$ cat src/shared/link_startup_params.svh
// Register offsets, field positions, reset values and timing figures of the startup controller.
`ifndef LINK_STARTUP_PARAMS_SVH
`define LINK_STARTUP_PARAMS_SVH

`define REG_SAWTOOTH     8'h03
`define REG_LINK_CTRL    8'h04
`define REG_LINK_STATUS  8'h05

`define CTRL_SERIAL_BIT  0
`define CTRL_CONFIG_BIT  1
`define CTRL_SLEEP_BIT   2

`define SAWTOOTH_DIVIDER_W           6
`define SAWTOOTH_DIVIDER_RESET       6'h00
`define DATA_ZERO        8'h00

`define CLK_FREQ_MHZ     10
`define WAKE_HOLD_US     5000
`define WAKE_IDLE_US     200
`define WAKE_EDGES       2'h3

`endif

$ cat src/shared/link_startup_pkg.sv
// Types shared by the serial link startup and sleep controller.
package link_startup_pkg;

  // One-hot sequencing states of the link controller.
  typedef enum logic [6:0] {
    ST_OFF     = 7'h01,
    ST_STANDBY = 7'h02,
    ST_SLEEP   = 7'h04,
    ST_WOKEN   = 7'h08,
    ST_LOCKING = 7'h10,
    ST_CONFIG  = 7'h20,
    ST_VIDEO   = 7'h40
  } link_state_t;

endpackage : link_startup_pkg

$ cat src/link_startup_ctrl.sv
// Startup, sleep, wake-up and configuration-link sequencer of the serializer.
// What this block does
// - Modulation rate: clock times (1+doubling) over coefficient*divider.
// - Six-bit sawtooth divider written by the controller.
// - Remote-side sleep bit write sleeps at once, except in the woken state, which waits for its timeout.
// - Controller-side sleep write ignored, reads zero.
// - Controller side powers down only by pin.
// - Config link enable starts oscillator-clocked link.
// - Serial enable overrides config link, video locks.
// - Control channel ready only once a link exists.
// - Side select low: controller here; high: remote.
// - Autostart low: link starts with stable clock.
// - Local controller, autostart high: wait in standby.
// - After enable: lock, then send wake-up signal.
// - Remote asleep: autostart link sends wake-up.
// - Remote controller, autostart high: start asleep.
// - Wake receiver detects frame and powers up.
// - Back to sleep unless bit cleared within 5 ms.
// - Divider lives in bits 5..0 of 0x03.
`include "link_startup_params.svh"

module link_startup_ctrl #(
  parameter int WAKE_HOLD_CYCLES = `WAKE_HOLD_US * `CLK_FREQ_MHZ,
  parameter int WAKE_IDLE_CYCLES = `WAKE_IDLE_US * `CLK_FREQ_MHZ
) (
  // Clock and reset; the clock is the internal oscillator.
  input  wire logic       ref_clk,
  input  wire logic       rst,
  // Strap and power pins.
  input  wire logic       power_down_n,
  input  wire logic       autostart_select_n,
  input  wire logic       controller_side_select,
  input  wire logic       rate_doubling_pin,
  // Clocking and lock status.
  input  wire logic       lvds_clock_stable,
  input  wire logic       pll_lock,
  input  wire logic [7:0] modulation_coefficient,
  // Reverse control channel level seen by the wake-up receiver.
  input  wire logic       wake_rx,
  // Register port.
  input  wire logic [7:0] reg_addr,
  input  wire logic [7:0] reg_wdata,
  input  wire logic       reg_wr,
  input  wire logic       reg_rd,
  output logic      [7:0] reg_rdata,
  // Link control outputs.
  output logic            serial_tx_active,
  output logic            osc_select,
  output logic            wake_pulse,
  output logic            ctrl_channel_ready,
  output logic            low_power,
  output logic            mod_tick
);

  localparam int CNT_W = 17;

  link_startup_pkg::link_state_t state;
  link_startup_pkg::link_state_t next_state;

  logic [`SAWTOOTH_DIVIDER_W-1:0] sawtooth_divider;
  logic               serial_link_enable;
  logic               config_link_enable;
  logic               sleep_bit;
  logic               strap_autostart_n;
  logic               strap_side;
  logic               strap_doubling;
  logic               straps_taken;
  logic               power_down_n_prev;
  logic               wake_rx_prev;
  logic [1:0]         edge_count;
  logic [CNT_W-1:0]   idle_cnt;
  logic [CNT_W-1:0]   wake_cnt;
  logic               wake_frame;
  logic [15:0]        mod_acc;
  logic [15:0]        mod_limit;
  logic [15:0]        mod_sum;
  logic               power_down_n_rise;
  logic               strap_event;
  logic               wr_ctrl;
  logic               sleep_req;

  assign power_down_n_rise   = power_down_n && !power_down_n_prev;
  assign strap_event = power_down_n && (!straps_taken || power_down_n_rise);
  assign wr_ctrl     = reg_wr && (reg_addr == `REG_LINK_CTRL);
  // A sleep request counts only on the remote side of the link.
  assign sleep_req   = wr_ctrl && reg_wdata[`CTRL_SLEEP_BIT] && strap_side;

  ////////////////////////////////////////////////////////////////////////////////
  // Straps are caught after reset release and at each power-down release only.
  always_ff @(posedge ref_clk) begin
    if (rst) begin
      straps_taken      <= 1'b0;
      power_down_n_prev         <= 1'b0;
      strap_autostart_n <= 1'b0;
      strap_side        <= 1'b0;
      strap_doubling    <= 1'b0;
    end else begin
      power_down_n_prev <= power_down_n;
      if (strap_event) begin
        straps_taken      <= 1'b1;
        strap_autostart_n <= autostart_select_n;
        strap_side        <= controller_side_select;
        strap_doubling    <= rate_doubling_pin;
      end
    end
  end

  ////////////////////////////////////////////////////////////////////////////////
  // Register writes; the startup case may preset the enables and the sleep bit.
  always_ff @(posedge ref_clk) begin
    if (rst) begin
      sawtooth_divider   <= `SAWTOOTH_DIVIDER_RESET;
      serial_link_enable <= 1'b0;
      config_link_enable <= 1'b0;
      sleep_bit          <= 1'b0;
    end else if (strap_event) begin
      serial_link_enable <= !autostart_select_n;
      config_link_enable <= 1'b0;
      sleep_bit          <= autostart_select_n && controller_side_select;
    end else begin
      if (reg_wr && reg_addr == `REG_SAWTOOTH) begin
        sawtooth_divider <= reg_wdata[`SAWTOOTH_DIVIDER_W-1:0];
      end
      if (wr_ctrl) begin
        serial_link_enable <= reg_wdata[`CTRL_SERIAL_BIT];
        config_link_enable <= reg_wdata[`CTRL_CONFIG_BIT];
      end
      // The wake timeout wins over a clear in the same cycle, so state and bit agree.
      if (state == link_startup_pkg::ST_WOKEN && wake_cnt >= CNT_W'(WAKE_HOLD_CYCLES - 1)) begin
        sleep_bit <= 1'b1;
      end else if (wr_ctrl) begin
        sleep_bit <= sleep_req;
      end
    end
  end

  ////////////////////////////////////////////////////////////////////////////////
  // Wake-up receiver: three rising edges, each within one idle window of the one before, form a frame.
  always_ff @(posedge ref_clk) begin
    if (rst) begin
      wake_rx_prev <= 1'b1; // Idle line level, so reset never looks like a rising edge.
      edge_count   <= 2'h0;
      idle_cnt     <= '0;
    end else begin
      wake_rx_prev <= wake_rx;
      if (state != link_startup_pkg::ST_SLEEP) begin
        edge_count <= 2'h0;
        idle_cnt   <= '0;
      end else if (wake_rx && !wake_rx_prev) begin
        if (edge_count != `WAKE_EDGES) begin
          edge_count <= edge_count + 2'h1;
        end
        idle_cnt <= '0;
      end else if (idle_cnt >= CNT_W'(WAKE_IDLE_CYCLES - 1)) begin
        edge_count <= 2'h0;
      end else begin
        idle_cnt <= idle_cnt + 1'b1;
      end
    end
  end

  assign wake_frame = (edge_count == `WAKE_EDGES);

  ////////////////////////////////////////////////////////////////////////////////
  // Time spent awake after a wake frame, counted on the internal oscillator.
  always_ff @(posedge ref_clk) begin
    if (rst) begin
      wake_cnt <= '0;
    end else if (state == link_startup_pkg::ST_WOKEN) begin
      wake_cnt <= wake_cnt + 1'b1;
    end else begin
      wake_cnt <= '0;
    end
  end

  ////////////////////////////////////////////////////////////////////////////////
  // Next state of the link sequence.
  always_comb begin
    next_state = state;
    case (state)
      link_startup_pkg::ST_OFF: begin
        if (strap_event) begin
          if (!autostart_select_n) begin
            next_state = link_startup_pkg::ST_STANDBY;
          end else if (controller_side_select) begin
            next_state = link_startup_pkg::ST_SLEEP;
          end else begin
            next_state = link_startup_pkg::ST_STANDBY;
          end
        end
      end
      link_startup_pkg::ST_STANDBY: begin
        if (sleep_req) begin
          next_state = link_startup_pkg::ST_SLEEP;
        end else if (serial_link_enable && lvds_clock_stable) begin
          next_state = link_startup_pkg::ST_LOCKING;
        end else if (config_link_enable) begin
          next_state = link_startup_pkg::ST_LOCKING;
        end
      end
      link_startup_pkg::ST_SLEEP: begin
        if (wake_frame) begin
          next_state = link_startup_pkg::ST_WOKEN;
        end
      end
      link_startup_pkg::ST_WOKEN: begin
        if (!sleep_bit) begin
          next_state = link_startup_pkg::ST_STANDBY;
        end else if (wake_cnt >= CNT_W'(WAKE_HOLD_CYCLES - 1)) begin
          next_state = link_startup_pkg::ST_SLEEP;
        end
      end
      link_startup_pkg::ST_LOCKING: begin
        if (sleep_req) begin
          next_state = link_startup_pkg::ST_SLEEP;
        end else if (!serial_link_enable && !config_link_enable) begin
          next_state = link_startup_pkg::ST_STANDBY;
        end else if (pll_lock) begin
          next_state = serial_link_enable ? link_startup_pkg::ST_VIDEO
                                          : link_startup_pkg::ST_CONFIG;
        end
      end
      link_startup_pkg::ST_CONFIG: begin
        if (sleep_req) begin
          next_state = link_startup_pkg::ST_SLEEP;
        end else if (serial_link_enable) begin
          next_state = link_startup_pkg::ST_LOCKING;
        end else if (!config_link_enable || !pll_lock) begin
          next_state = link_startup_pkg::ST_STANDBY;
        end
      end
      link_startup_pkg::ST_VIDEO: begin
        if (sleep_req) begin
          next_state = link_startup_pkg::ST_SLEEP;
        end else if (!serial_link_enable) begin
          next_state = link_startup_pkg::ST_STANDBY;
        end else if (!pll_lock || !lvds_clock_stable) begin
          next_state = link_startup_pkg::ST_LOCKING;
        end
      end
      default: begin
        next_state = link_startup_pkg::ST_OFF;
      end
    endcase
    // The power-down pin is the only way the controller side reaches low power.
    if (!power_down_n) begin
      next_state = link_startup_pkg::ST_OFF;
    end
  end

  ////////////////////////////////////////////////////////////////////////////////
  // State register.
  always_ff @(posedge ref_clk) begin
    if (rst) begin
      state <= link_startup_pkg::ST_OFF;
    end else begin
      state <= next_state;
    end
  end

  ////////////////////////////////////////////////////////////////////////////////
  // Registered link outputs, one cycle behind the state they reflect.
  always_ff @(posedge ref_clk) begin
    if (rst) begin
      serial_tx_active   <= 1'b0;
      osc_select         <= 1'b0;
      wake_pulse         <= 1'b0;
      ctrl_channel_ready <= 1'b0;
      low_power          <= 1'b1;
    end else begin
      serial_tx_active   <= (state == link_startup_pkg::ST_VIDEO) ||
                            (state == link_startup_pkg::ST_CONFIG);
      osc_select         <= !serial_link_enable && config_link_enable;
      wake_pulse         <= (state == link_startup_pkg::ST_LOCKING) && pll_lock &&
                            next_state != link_startup_pkg::ST_LOCKING &&
                            next_state != link_startup_pkg::ST_STANDBY &&
                            next_state != link_startup_pkg::ST_SLEEP &&
                            next_state != link_startup_pkg::ST_OFF;
      ctrl_channel_ready <= (state == link_startup_pkg::ST_VIDEO) ||
                            (state == link_startup_pkg::ST_CONFIG);
      low_power          <= (state == link_startup_pkg::ST_OFF) ||
                            (state == link_startup_pkg::ST_SLEEP);
    end
  end

  ////////////////////////////////////////////////////////////////////////////////
  // Sawtooth step: accumulate (1+doubling) per cycle, wrap at coefficient*divider.
  // A zero divider stops the tick rather than dividing by zero.
  assign mod_limit = 16'(modulation_coefficient) * 16'(sawtooth_divider);
  assign mod_sum   = mod_acc + {15'h0000, 1'b1} + {15'h0000, strap_doubling};

  always_ff @(posedge ref_clk) begin
    if (rst) begin
      mod_acc  <= 16'h0000;
      mod_tick <= 1'b0;
    end else if (mod_limit == 16'h0000 || !serial_tx_active) begin
      mod_acc  <= 16'h0000;
      mod_tick <= 1'b0;
    end else if (mod_sum >= mod_limit) begin
      mod_acc  <= mod_sum - mod_limit;
      mod_tick <= 1'b1;
    end else begin
      mod_acc  <= mod_sum;
      mod_tick <= 1'b0;
    end
  end

  ////////////////////////////////////////////////////////////////////////////////
  // Read port: data stand in the cycle after the strobe, zero otherwise.
  always_ff @(posedge ref_clk) begin
    if (rst) begin
      reg_rdata <= `DATA_ZERO;
    end else if (reg_rd) begin
      case (reg_addr)
        `REG_SAWTOOTH:    reg_rdata <= {2'h0, sawtooth_divider};
        `REG_LINK_CTRL:   reg_rdata <= {5'h00, sleep_bit, config_link_enable,
                                        serial_link_enable};
        `REG_LINK_STATUS: reg_rdata <= {1'b0, strap_doubling, strap_side,
                                        strap_autostart_n, ctrl_channel_ready,
                                        osc_select, serial_tx_active, low_power};
        default:          reg_rdata <= `DATA_ZERO;
      endcase
    end else begin
      reg_rdata <= `DATA_ZERO;
    end
  end
endmodule : link_startup_ctrl

$ cat config.mk
export PLATFORM = sky130hd
export DESIGN_NAME = link_startup_ctrl
export DESIGN_NICKNAME = d
export VERILOG_FILES = /design/src/shared/link_startup_pkg.sv /design/src/link_startup_ctrl.sv
export VERILOG_INCLUDE_DIRS = /design/src /design/src/shared
export SDC_FILE = /design/constraint.sdc
export NUM_CORES = 1
export LEC_CHECK = 0
export BUFFER_PORTS_ARGS = -buffer_cell sky130_fd_sc_hd__buf_2
export CORE_AREA = 10 10 116 118
export DETAILED_ROUTE_END_ITERATION = 16
export DIE_AREA = 0 0 126 128
export GPL_TIMING_DRIVEN = 0
export PLACE_DENSITY_LB_ADDON = 0.08
export SETUP_SLACK_MARGIN = 0.4
export SYNTH_ARGS = -nofsm -noshare
export SYNTH_HDL_FRONTEND = slang
export SYNTH_SLANG_ARGS = --single-unit
$ cat constraint.sdc
create_clock -name ref_clk -period 15.8 [get_ports ref_clk]
set_input_delay 3.95 -clock ref_clk [delete_from_list [all_inputs] [get_ports ref_clk]]
set_output_delay 3.95 -clock ref_clk [all_outputs]
set_load 0.02 [all_outputs]
==> summary.md, run 1 <==
| Metric | Value |
|---|---|
| Critical Path Slowest Stage Cell | `fa_1` |
| Worst-case hold path end point | `idle_cnt[11]$_SDFFE_PP0N_` |
| Final routed wire length divided by cell count | `14.2 microns` |
| 1st-iter DRT viols | `338` |
| Width of the chip | `126 microns` |
| Biggest area consumer among synthesized cells | `dfxtp_1` |
| Final Hold Violating Endpoints | `0` |
| Number of antenna violations at the first check in global routing | `0` |
| Via count | `5265` |
| Most used cells in the layout excluding fill and tap cells | `nor2_1, dfxtp_1, nand2_1, inv_1, buf_2` |
| Effective utilization at floorplan | `0.555` |
| Syn Std Cell Area | `6230 sq um` |
| Async S/R FF share, synth | `0` |
| Share of Yosys cell area claimed by the top area cell type | `0.276` |
| Actual transition at the worst max-transition pin | `665 ps` |
| Signed area change from the synthesized netlist to the final layout | `10.9%` |
| Register area share after synthesis | `0.276` |
| Rows | `39` |
| Synth Warn # | `0` |
| Final-report setup violation count | `0` |
| Power Dens Cells | `64.6 nW/um^2` |
| Root Driver | `clkbuf_16` |
| Ant diodes | `0` |
| Clock transition at the registers of the reported paths | `60 ps` |
| Multi-input gate area | `4150 sq um` |
| Tot Pwr | `0.446 mW` |
| # H-tree levels | `3` |
| Vias in the first global route | `5055` |
| Result of the run | `finished, final reports clean` |
| Number of routed nets with antenna violations | `0` |
| Data required time at the worst endpoint | `16040 ps` |
| Crit Reg-Reg Startpoint | `sawtooth_divider[4]$_SDFFE_PP0P_` |
| #FFs+latches synth | `86` |
| Post-Route Setup TNS | `0 ps` |
| Final routed wirelength across all metal layers | `13.6 mm` |
| Routability congestion estimate | `0.884` |
| Latest clock arrival within the worst-skew pair | `350 ps` |
| Die span in y | `128 microns` |
| Total I/O pin count | `49` |
| Most numerous cell on the critical path | `fa_1` |
| Std-Cell Core Area | `11200 sq um` |
| Cell count after synthesis | `755` |
| Max-cap violation count | `0` |
| Final Slew Violations | `0` |
| Worst clock skew on the final layout | `7.26 ps` |
| Area of all sequential standard cells | `1720 sq um` |
| Critical setup path kind | `in -> reg` |
| CP Data Arrival Time | `9330 ps` |
| Max FO, Critical Path | `10` |
| Setup Buffers After CTS | `0` |
| Worst-path cell chain | `buf_2 > and2_1 > fa_1 > fa_1 > inv_1 > fa_1 > inv_1 > ha_1 > a21oi_1 > a2bb2oi_2 > nor2b_1 > xor2_1 > ha_1 > nand4_1 > nor3_1 > nor4_1 > a21oi_2 > maj3_2 > a211oi_2 > o21a_1 > buf_6 > buf_12 > mux2i_1 > nor2_1` |
| Top_reg_cell synth | `dfxtp_1` |
| Static Leak | `2.90 nW` |
| Most common cell after layout, fill and taps aside | `nor2_1` |
| RSZ-0062 raised after global routing | `no` |
| IO Port Bufs | `45` |
| Number of nets produced by synthesis | `854` |
| Floorplan die area | `16100 sq um` |
| Reg-to-reg endpoint | `mod_acc[6]$_SDFF_PP0_` |
| R2R cell count | `24` |
| Total of hold buffers inserted after clock tree synthesis | `0` |
| Post-placement cell count | `943` |
| CP startpoint kind | `primary input` |
| Final setup slack of the worst path | `6710 ps` |
| DRC viols | `0` |
| Worst-case vdd ir drop | `0.0506 mV` |
| Post-CTS Resized | `0` |
| Number of nets at the end of the flow | `910` |
| DPL Wire Length | `10.8 mm` |
| Number of buffer and inverter stages on the critical path | `5` |
| Worst Min Path Start | `idle_cnt[11]$_SDFFE_PP0N_` |
| Worst slew slack as a fraction of its limit | `0.553` |
| Pin count of the biggest net entering global routing | `15` |
| Fmax achieved | `110 MHz` |
| Number of iterations in the first detailed-routing pass | `5` |
| Post-layout instance count excluding filler cells | `959` |
| Placement-stage worst setup slack | `6430 ps` |
| Hold depth | `1` |
| Layout filler cell count | `1030` |
| CTS sink count | `86` |
| Crit. End Element | `flop` |
| Period Utilization, post-route | `0.575` |
| Remaining global-route overflow | `0` |
| Maximum buffer depth of the clock tree | `2` |
| Delay contributed by the slowest stage of the critical path | `550 ps` |
| TritonCTS Buffers | `9` |
| Number of different library cells in the post-synthesis netlist | `70` |
| First-pass GRT wire length | `22.9 mm` |
| Fraction of layout instances using a drive strength above 1 | `0.102` |
| Top cells by area, synth | `dfxtp_1, fa_1, ha_1, nor2_1, and2_1` |
| Min-delay worst type | `reg -> reg` |
| Avg Vias per Cell | `5.49` |
| Average footprint of a synthesized cell | `8.25 sq um` |
| CTS tree | `done` |
| Crit-path leading delay family | `adder cells` |
| Count of flip-flops with a built-in enable after synthesis | `0` |
| Final period demand of the worst path | `9090 ps` |
| Setup slack of the worst register-to-register path | `9840 ps` |
| GRT Resource Usage Total | `0.165` |
==> state kept, by name, indices dropped and copies added (netlist names), 2 cells and up <==
register,count
wake_cnt,17
sawtooth_divider,6
idle_cnt,17
edge_count,2
state,7
mod_acc,16
reg_rdata,7
==> logic make-up after synthesis <==
group / Yosys count / share of synthesized area
AO/OA/AOI/OAI: 119 / 0.135
AND/OR/NAND/NOR: 321 / 0.252
flip-flops: 86 / 0.276
adder cells (fa/ha/maj): 67 / 0.165
buffers and inverters: 84 / 0.0577
other: 1 / 0.000602
multiplexers: 19 / 0.0309
XOR/XNOR: 58 / 0.0828
==> how the worst max path moves through the flow <==
| stage | start | end | slack (ps) | cells after the start |
|---|---|---|---|---|
| after floorplan | modulation_coefficient[2] | mod_acc[0]$_SDFF_PP0_ | 7010 | 22 |
| after global placement | modulation_coefficient[2] | mod_acc[7]$_SDFF_PP0_ | 6540 | 24 |
| after detailed placement | modulation_coefficient[2] | mod_acc[6]$_SDFF_PP0_ | 6430 | 24 |
| after CTS | modulation_coefficient[2] | mod_acc[6]$_SDFF_PP0_ | 6710 | 24 |
| after global routing | modulation_coefficient[2] | mod_acc[6]$_SDFF_PP0_ | 6440 | 24 |
| final | modulation_coefficient[2] | mod_acc[6]$_SDFF_PP0_ | 6710 | 24 |
==> area by class of cell <==
type | instances | share of cell area
plain buffers | 24 | 0.0194
clock buffers | 12 | 0.0357
clock inverters | 4 | 0.00435
inverters | 60 | 0.0326
multi-input cells | 585 | 0.600
flip-flops and latches | 86 | 0.249
well taps | 143 | 0.0259
repair buffers | 45 | 0.0326
==> per-stage QoR <==
step | utilization | hold slack (ps) | area, sq um
5_1_grt | 0.616 | 482 | 6910
3_3_place_gp | 0.591 | 441 | 6630
2_1_floorplan | - | 430 | 6230
6_report | 0.616 | 463 | 6910
4_1_cts | 0.616 | 464 | 6910
3_5_place_dp | 0.591 | 449 | 6630
==> metal layers <==
layer  track usage  routed length (microns)  up-vias
met2         0.257                     6060      102
met1         0.222                     6710     2453
met4        0.0516                      186        0
met5             0                        0        -
met3        0.0385                      624       17
li1              -                        -     2693
==> power by group <==
group,switching (mW),internal [mW]
Sequential,0.00128,0.219
Combinational,0.0155,0.0108
Clock,0.0885,0.112
==> synthesized netlist by cell type, drive strengths merged (7+ instances only) <==
library cell	n
nor2	103
dfxtp	86
nand2	64
inv	59
and2	45
ha	38
xnor2	32
a21oi	31
fa	26
xor2	26
nand3	25
o21ai	19
clkbuf	17
mux2i	17
nor3	17
and3	16
nor4	11
nand4	9
nand2b	8
a22oi	7
buf	7
o21a	7
(Power assumes the default switching activity.)
==> run 2: changes to the inputs <==
- ABC_AREA: unset -> 1
- CORE_AREA: 10 10 116 118 -> 10 10 119 121
- DIE_AREA: 0 0 126 128 -> 0 0 129 131
- clock period: 15.8 -> 8.9 ns (I/O delays scaled with it)
==> run 2 against run 1 <==
  * Worst setup slack worse by 4400 ps
  * Wire length grew 11%
  * Area after synthesis is 6.2% higher
  * Largest power group unchanged
  * Sequential share of layout area is 1.3 points lower
  * Critical path type unchanged
  * Combinational power rose by 100%
  * Cell count up 27%
  * Register-to-register slack worse by 6200 ps
  * Global-route usage rose by 2.4 points
  * Clock-buffer cell count decreased by 2
==> summary.md, run 2 <==
| Metric | Value |
|---|---|
| Result of the run | `finished, final reports clean` |
| Remaining global-route overflow | `0 (unchanged)` |
| Post-CTS Resized | `0 (unchanged)` |
| Worst slew slack as a fraction of its limit | `0.534 (-0.0193)` |
| Number of antenna violations at the first check in global routing | `0 (unchanged)` |
| Final setup slack of the worst path | `2310 ps (-4400 ps)` |
| # H-tree levels | `3 (unchanged)` |
| Crit. End Element | `flop` |
| Average footprint of a synthesized cell | `6.55 sq um (-21%)` |
| Pin count of the biggest net entering global routing | `15 (unchanged)` |
| CP Data Arrival Time | `6860 ps (-2470 ps)` |
| Setup slack of the worst register-to-register path | `3630 ps (-6210 ps)` |
| Fraction of layout instances using a drive strength above 1 | `0.0890 (-0.0127)` |
| Final routed wire length divided by cell count | `12.5 microns (-12%)` |
| Worst Min Path Start | `idle_cnt[12]$_SDFFE_PP0N_` |
| Rows | `40 (+2.6%)` |
| GRT Resource Usage Total | `0.189 (+0.0238)` |
| Critical path startpoint | `modulation_coefficient[3]` |
| Worst clock skew on the final layout | `5.15 ps (-2.12 ps)` |
| Data required time at the worst endpoint | `9170 ps (-6870 ps)` |
| Power Dens Cells | `109 nW/um^2 (+68%)` |
| Setup Buffers After CTS | `0 (unchanged)` |
| Largest regs | `idle_cnt: 17 flops, wake_cnt: 17 flops, mod_acc: 16 flops` |
| Delay contributed by the slowest stage of the critical path | `550 ps (about the same)` |
| Top cells by area, synth | `dfxtp_1, nand2_1, inv_1, fa_1, ha_1` |
| Number of routed nets with antenna violations | `0 (unchanged)` |
| Ant diodes | `0 (unchanged)` |
| Total of hold buffers inserted after clock tree synthesis | `0 (unchanged)` |
| Crit-path leading delay family | `adder cells` |
| Number of nets at the end of the flow | `1162 (+28%)` |
| Avg Vias per Cell | `5.07 (-7.6%)` |
| Clock transition at the registers of the reported paths | `60 ps (about the same)` |
| Routability congestion estimate | `0.989 (+12%)` |
| Post-synthesis adder-cell area fraction | `0.151 (-0.0143)` |
| Most used cells in the layout excluding fill and tap cells | `nand2_1, inv_1, nor2_1, dfxtp_1, a21oi_1` |
| Post-Route Setup TNS | `0 ps (unchanged)` |
| Final routed wirelength across all metal layers | `15.1 mm (+11%)` |
| Syn Std Cell Area | `6610 sq um (+6.2%)` |
| Vias in the first global route | `5888 (+16%)` |
| Crit Reg-Reg Startpoint | `sawtooth_divider[4]$_SDFFE_PP0P_` |
| Number of nets produced by synthesis | `1108 (+30%)` |
| Floorplan die area | `16900 sq um (+4.8%)` |
| Placement-stage worst setup slack | `1940 ps (-4480 ps)` |
| Top_reg_cell synth | `dfxtp_1` |
| Period Utilization, post-route | `0.740` |
| CP startpoint kind | `primary input` |
| Final-report setup violation count | `0 (unchanged)` |
| IO Port Bufs | `43 (-4.4%)` |
| Share of synthesized cell area in and, or, nand and nor gates | `0.317 (+0.0655)` |
| Final Hold Violating Endpoints | `0 (unchanged)` |
| Actual transition at the worst max-transition pin | `700 ps (+35.0 ps)` |
| Critical Path Slowest Stage Cell | `fa_1` |
| XOR/XNOR Fraction of Synth Area | `0.0344 (-0.0483)` |
| Share of cell area taken by muxes after synthesis | `0 (-0.0309)` |
| Critical setup path kind | `in -> reg` |
| Final period demand of the worst path | `6590 ps` |
| Via count | `6159 (+17%)` |
| Min-delay worst type | `reg -> reg` |
| DRC viols | `0 (unchanged)` |
| Latest clock arrival within the worst-skew pair | `350 ps (about the same)` |
| Worst path depth | `28 (+17%)` |
| First-pass GRT wire length | `26.2 mm (+14%)` |
| Cell count after synthesis | `1009 (+34%)` |
| Dominant combinational cell family by area after synthesis | `simple AND/OR/NAND/NOR gates` |
| Hold depth | `2 (+1)` |
| Fraction of the mapped netlist area in compound gates | `0.103 (-0.0317)` |
| Most numerous cell on the critical path | `nand2_1` |
| Synth Warn # | `0 (unchanged)` |
| Most common cell after layout, fill and taps aside | `nand2_1` |
| DPL Wire Length | `12.4 mm (+16%)` |
| Count of flip-flops with a built-in enable after synthesis | `0 (unchanged)` |
| Worst-case hold path end point | `idle_cnt[12]$_SDFFE_PP0N_` |
| Std-Cell Core Area | `11800 sq um (+5.2%)` |
| Number of iterations in the first detailed-routing pass | `5 (unchanged)` |
| Worst-case vdd ir drop | `0.108 mV (+110%)` |
| 1st-iter DRT viols | `362 (+7.1%)` |
| Final Slew Violations | `0 (unchanged)` |
| Maximum buffer depth of the clock tree | `2 (unchanged)` |
| #FFs+latches synth | `86 (unchanged)` |
| Effective utilization at floorplan | `0.560 (+0.00500)` |
| Async S/R FF share, synth | `0 (unchanged)` |
| Static Leak | `3.66 nW (+26%)` |
| Root Driver | `clkbuf_16` |
| R2R cell count | `28 (+17%)` |
| Die span in y | `131 microns (+2.3%)` |
| CTS tree | `done` |
| Register area share after synthesis | `0.260 (-0.0161)` |
| Max-cap violation count | `0 (unchanged)` |
| Reg-to-reg endpoint | `mod_acc[12]$_SDFF_PP0_` |
| Fmax achieved | `152 MHz` |
| RSZ-0062 raised after global routing | `no` |
| CTS sink count | `86 (unchanged)` |
| Max FO, Critical Path | `10 (unchanged)` |
| Total I/O pin count | `49 (unchanged)` |
| Number of different library cells in the post-synthesis netlist | `47 (-33%)` |
| Signed area change from the synthesized netlist to the final layout | `10.2%` |
| Biggest area consumer among synthesized cells | `dfxtp_1` |
| Worst hold margin | `427 ps (-35.7 ps)` |
| Number of buffer and inverter stages on the critical path | `7 (+2)` |
| Width of the chip | `129 microns (+2.4%)` |
| Top-count cell post-synth | `nand2_1` |
| Most numerous cell types in the synthesized netlist | `nand2_1, inv_1, nor2_1` |
| Share of Yosys cell area claimed by the top area cell type | `0.260 (-0.0161)` |
| TritonCTS Buffers | `9 (unchanged)` |
| Post-layout util | `0.617 (+0.00134)` |
==> run 2: tightest hold or removal path: stages, from the launching register on <==
cell,delay [ps]
dfxtp_1,310
inv_1,50
nor2_1,30
==> run 2: power breakdown <==
| part | switching [mW] | total (mW) | internal (mW) | leakage [nW] |
|---|---|---|---|---|
| clock network | 0.152 | 0.347 | 0.195 | 0.135 |
| registers | 0.00196 | 0.390 | 0.388 | 0.695 |
| logic | 0.0348 | 0.0536 | 0.0187 | 2.83 |
==> run 2: worst max-delay path by stage <==
| stage | endpoint |
|---|---|
| CTS | mod_acc[12]$_SDFF_PP0_ |
| detailed placement | mod_acc[7]$_SDFF_PP0_ |
| global placement | mod_acc[7]$_SDFF_PP0_ |
| floorplan | mod_acc[6]$_SDFF_PP0_ |
| finish | mod_acc[12]$_SDFF_PP0_ |
| global route | mod_acc[7]$_SDFF_PP0_ |
==> run 2: metrics by stage <==
step | std cells | total power, mW | area, sq um
5_1_grt | 1214 | 0.823 | 7290
6_report | 1214 | 0.791 | 7290
3_5_place_dp | 1199 | 0.452 | 7010
2_1_floorplan | 1009 | 0.431 | 6610
3_3_place_gp | 1199 | 0.451 | 7010
4_1_cts | 1214 | 0.802 | 7290
==> run 2: area by class of cell <==
type | count | area, sq um
Buffer | 18 | 103
Inverter | 208 | 781
Clock buffer | 10 | 239
Sequential cell | 86 | 1720
Tap cell | 147 | 184
Timing Repair Buffer | 43 | 215
Multi-Input combinational cell | 697 | 4010
Clock inverter | 5 | 35.0
Fill cell | 1130 | 4520
==> run 2: cells by family after synthesis <==
kind of cell | Yosys count
simple gates | 483
other cells | 1
xor+xnor | 26
flops | 86
fa+ha+maj | 64
buf+inv | 226
compound gates | 123
==> run 2: routing by layer <==
metal / routed length (microns) / up-vias / global-route usage
met5: 0 / - / 0
met4: 201 / 0 / 0.0575
met3: 618 / 15 / 0.0346
met2: 7440 / 108 / 0.340
met1: 6870 / 2770 / 0.224
li1: - / 3266 / -
==> run 3: changes to the inputs <==
- CORE_AREA: 10 10 119 121 -> 10 10 120 122
- DIE_AREA: 0 0 129 131 -> 0 0 130 132
- clock period: 8.9 -> 5.4 ns (I/O delays scaled with it)
==> run 3 against run 2 <==
  * Global-route usage is 0.11 points lower
  * Final area up 8.3%
  * Clock power up 66%
  * Worst hold slack gained 1.7 ps
  * Critical path type unchanged
  * Highest routed layer unchanged
==> summary.md, run 3 (same netlist as run 2, synthesis figures left out) <==
| Metric | Value |
|---|---|
| Final routed wire length divided by cell count | `13.1 microns (+5.1%)` |
| Rows | `40 (unchanged)` |
| Reg-to-reg endpoint | `mod_acc[7]$_SDFF_PP0_` |
| CTS sink count | `86 (unchanged)` |
| Worst Min Path Start | `idle_cnt[12]$_SDFFE_PP0N_` |
| Number of antenna violations at the first check in global routing | `0 (unchanged)` |
| Critical Path Slowest Stage Cell | `fa_1` |
| DRC viols | `0 (unchanged)` |
| Worst clock skew on the final layout | `5.41 ps (+0.260 ps)` |
| R2R cell count | `28 (unchanged)` |
| GRT Resource Usage Total | `0.188 (-0.00107)` |
| Setup slack of the worst register-to-register path | `470 ps (-3160 ps)` |
| Met1 routed wirelength after detailed routing | `7.51 mm (+9.4%)` |
| Worst-case hold path end point | `idle_cnt[12]$_SDFFE_PP0N_` |
| Remaining global-route overflow | `0 (unchanged)` |
| Fmax achieved | `186 MHz` |
| Effective utilization at floorplan | `0.555 (-0.00471)` |
| Actual transition at the worst max-transition pin | `737 ps (+37.3 ps)` |
| Number of nets at the end of the flow | `1183 (+1.8%)` |
| IO Port Bufs | `43 (unchanged)` |
| Root Driver | `clkbuf_16` |
| Data required time at the worst endpoint | `5680 ps (-3490 ps)` |
| CP Data Arrival Time | `5650 ps (-1210 ps)` |
| Critical path startpoint | `modulation_coefficient[3]` |
| Final routed wirelength across all metal layers | `16.2 mm (+7.0%)` |
| Number of routed nets with antenna violations | `0 (unchanged)` |
| Crit. End Element | `flop` |
| Most common cell after layout, fill and taps aside | `nand2_1` |
| Delay contributed by the slowest stage of the critical path | `560 ps (about the same)` |
| Worst path depth | `28 (unchanged)` |
| Crit-path leading delay family | `adder cells` |
| Die span in y | `132 microns (+0.76%)` |
| Ant diodes | `0 (unchanged)` |
| Floorplan die area | `17200 sq um (+1.5%)` |
| Std-Cell Core Area | `11900 sq um (+0.85%)` |
| Hold depth | `2 (unchanged)` |
| Worst slew slack as a fraction of its limit | `0.509 (-0.0249)` |
| Min-delay worst type | `reg -> reg` |
| # H-tree levels | `3 (unchanged)` |
| Worst-case vdd ir drop | `0.228 mV (+110%)` |
| Number of buffer and inverter stages on the critical path | `6 (-1)` |
| Final Slew Violations | `0 (unchanged)` |
| Post-Route Setup TNS | `0 ps (unchanged)` |
| Routability congestion estimate | `0.956 (-3.3%)` |
| Largest regs | `idle_cnt: 17 flops, wake_cnt: 17 flops, mod_acc: 16 flops` |
| Vias in the first global route | `5950 (+1.1%)` |
| CP startpoint kind | `primary input` |
| Top sig layer | `met4` |
| Tot Pwr | `1.32 mW (+67%)` |
| Signed area change from the synthesized netlist to the final layout | `19.3%` |
| Final period demand of the worst path | `5370 ps` |
| Critical setup path kind | `in -> reg` |
| Met3 routed WL | `662 microns (+7.1%)` |
| Period Utilization, post-route | `0.994` |
| Most numerous cell on the critical path | `nand2_2` |
| 1st-iter DRT viols | `422 (+17%)` |
| Avg Vias per Cell | `5.16 (+1.7%)` |
| CTS tree | `done` |
| Number of iterations in the first detailed-routing pass | `5 (unchanged)` |
| RSZ-0062 raised after global routing | `yes` |
| Crit Reg-Reg Startpoint | `sawtooth_divider[2]$_SDFFE_PP0P_` |
| Most used cells in the layout excluding fill and tap cells | `nand2_1, inv_1, nor2_1, dfxtp_1, a21oi_1` |
| Final-report setup violation count | `0 (unchanged)` |
| Latest clock arrival within the worst-skew pair | `340 ps (about the same)` |
| Width of the chip | `130 microns (+0.78%)` |
| First-pass GRT wire length | `27.0 mm (+3.1%)` |
| Fraction of layout instances using a drive strength above 1 | `0.178 (+0.0891)` |
| Result of the run | `finished, final reports clean` |
| Total I/O pin count | `49 (unchanged)` |
| Via count | `6380 (+3.6%)` |
| Final Hold Violating Endpoints | `0 (unchanged)` |
| DPL Wire Length | `12.4 mm (-0.28%)` |
| Maximum buffer depth of the clock tree | `2 (unchanged)` |
| Length of routed met2 wiring | `7.67 mm (+3.1%)` |
| Pin count of the biggest net entering global routing | `15 (unchanged)` |
| Clock transition at the registers of the reported paths | `60 ps (about the same)` |
| Max FO, Critical Path | `6 (-4)` |
| Static Leak | `3.85 nW (+5.2%)` |
| Max-cap violation count | `0 (unchanged)` |
| TritonCTS Buffers | `9 (unchanged)` |
| Power Dens Cells | `168 nW/um^2 (+55%)` |
## run 3: timing repair
item,CTS,global route
resized for setup,55,46
gates cloned,3,0
endpoints found under the setup margin,17,17
pin swaps,37,40
setup buffers,8,10
hold buffers,0,0
## run 3: layout make-up
| type | instances | area [sq um] |
|---|---|---|
| Multi-Input combinational cell | 697 | 4360 |
| Fill cell | 1130 | 4020 |
| Sequential cell | 86 | 1720 |
| Inverter | 208 | 783 |
| Timing Repair Buffer | 64 | 453 |
| Clock buffer | 11 | 243 |
| Tap cell | 147 | 184 |
| Buffer | 18 | 106 |
| Clock inverter | 5 | 35.0 |
## run 3: worst max-delay path by stage
| stage | to | slack (ps) |
|---|---|---|
| after floorplan | mod_acc[1]$_SDFF_PP0_ | 220 |
| after global placement | mod_acc[12]$_SDFF_PP0_ | -380 |
| after detailed placement | mod_acc[12]$_SDFF_PP0_ | -410 |
| after CTS | mod_acc[1]$_SDFF_PP0_ | 140 |
| after global routing | mod_acc[5]$_SDFF_PP0_ | -170 |
| final | mod_acc[7]$_SDFF_PP0_ | 30 |
## run 3: power by group
| part | internal [mW] | switching (mW) | total (mW) |
|---|---|---|---|
| logic | 0.0407 | 0.0646 | 0.105 |
| clock network | 0.324 | 0.251 | 0.575 |
| registers | 0.640 | 0.00316 | 0.643 |
## run 3: through the flow
stage                     worst slack (ps)   util  hold WS [ps]  cells  area (sq um)
after detailed placement              -406  0.598           421   1199          7120
after CTS                              139  0.643           434   1226          7660
final                                 30.0  0.662           428   1236          7890
after global placement                -382  0.598           416   1199          7120
after global routing                  -168  0.662           465   1236          7890
after floorplan                        217      -           408   1009          6720
## run 3: worst register-to-register path, delay by kind of cell, from the launching register on
kind	cells	cell delay [ps]
fa+ha+maj	5	2100
buf+inv	7	940
compound gates	2	170
flops	1	310
xor+xnor	1	200
simple gates	13	1160
## run 3: per-layer routing
| metal | GRT usage | vias to the layer above |
|---|---|---|
| li1 | - | 3315 |
| met1 | 0.244 | 2901 |
| met2 | 0.304 | 136 |
| met3 | 0.0374 | 28 |
| met4 | 0.0588 | 0 |
| met5 | 0 | - |
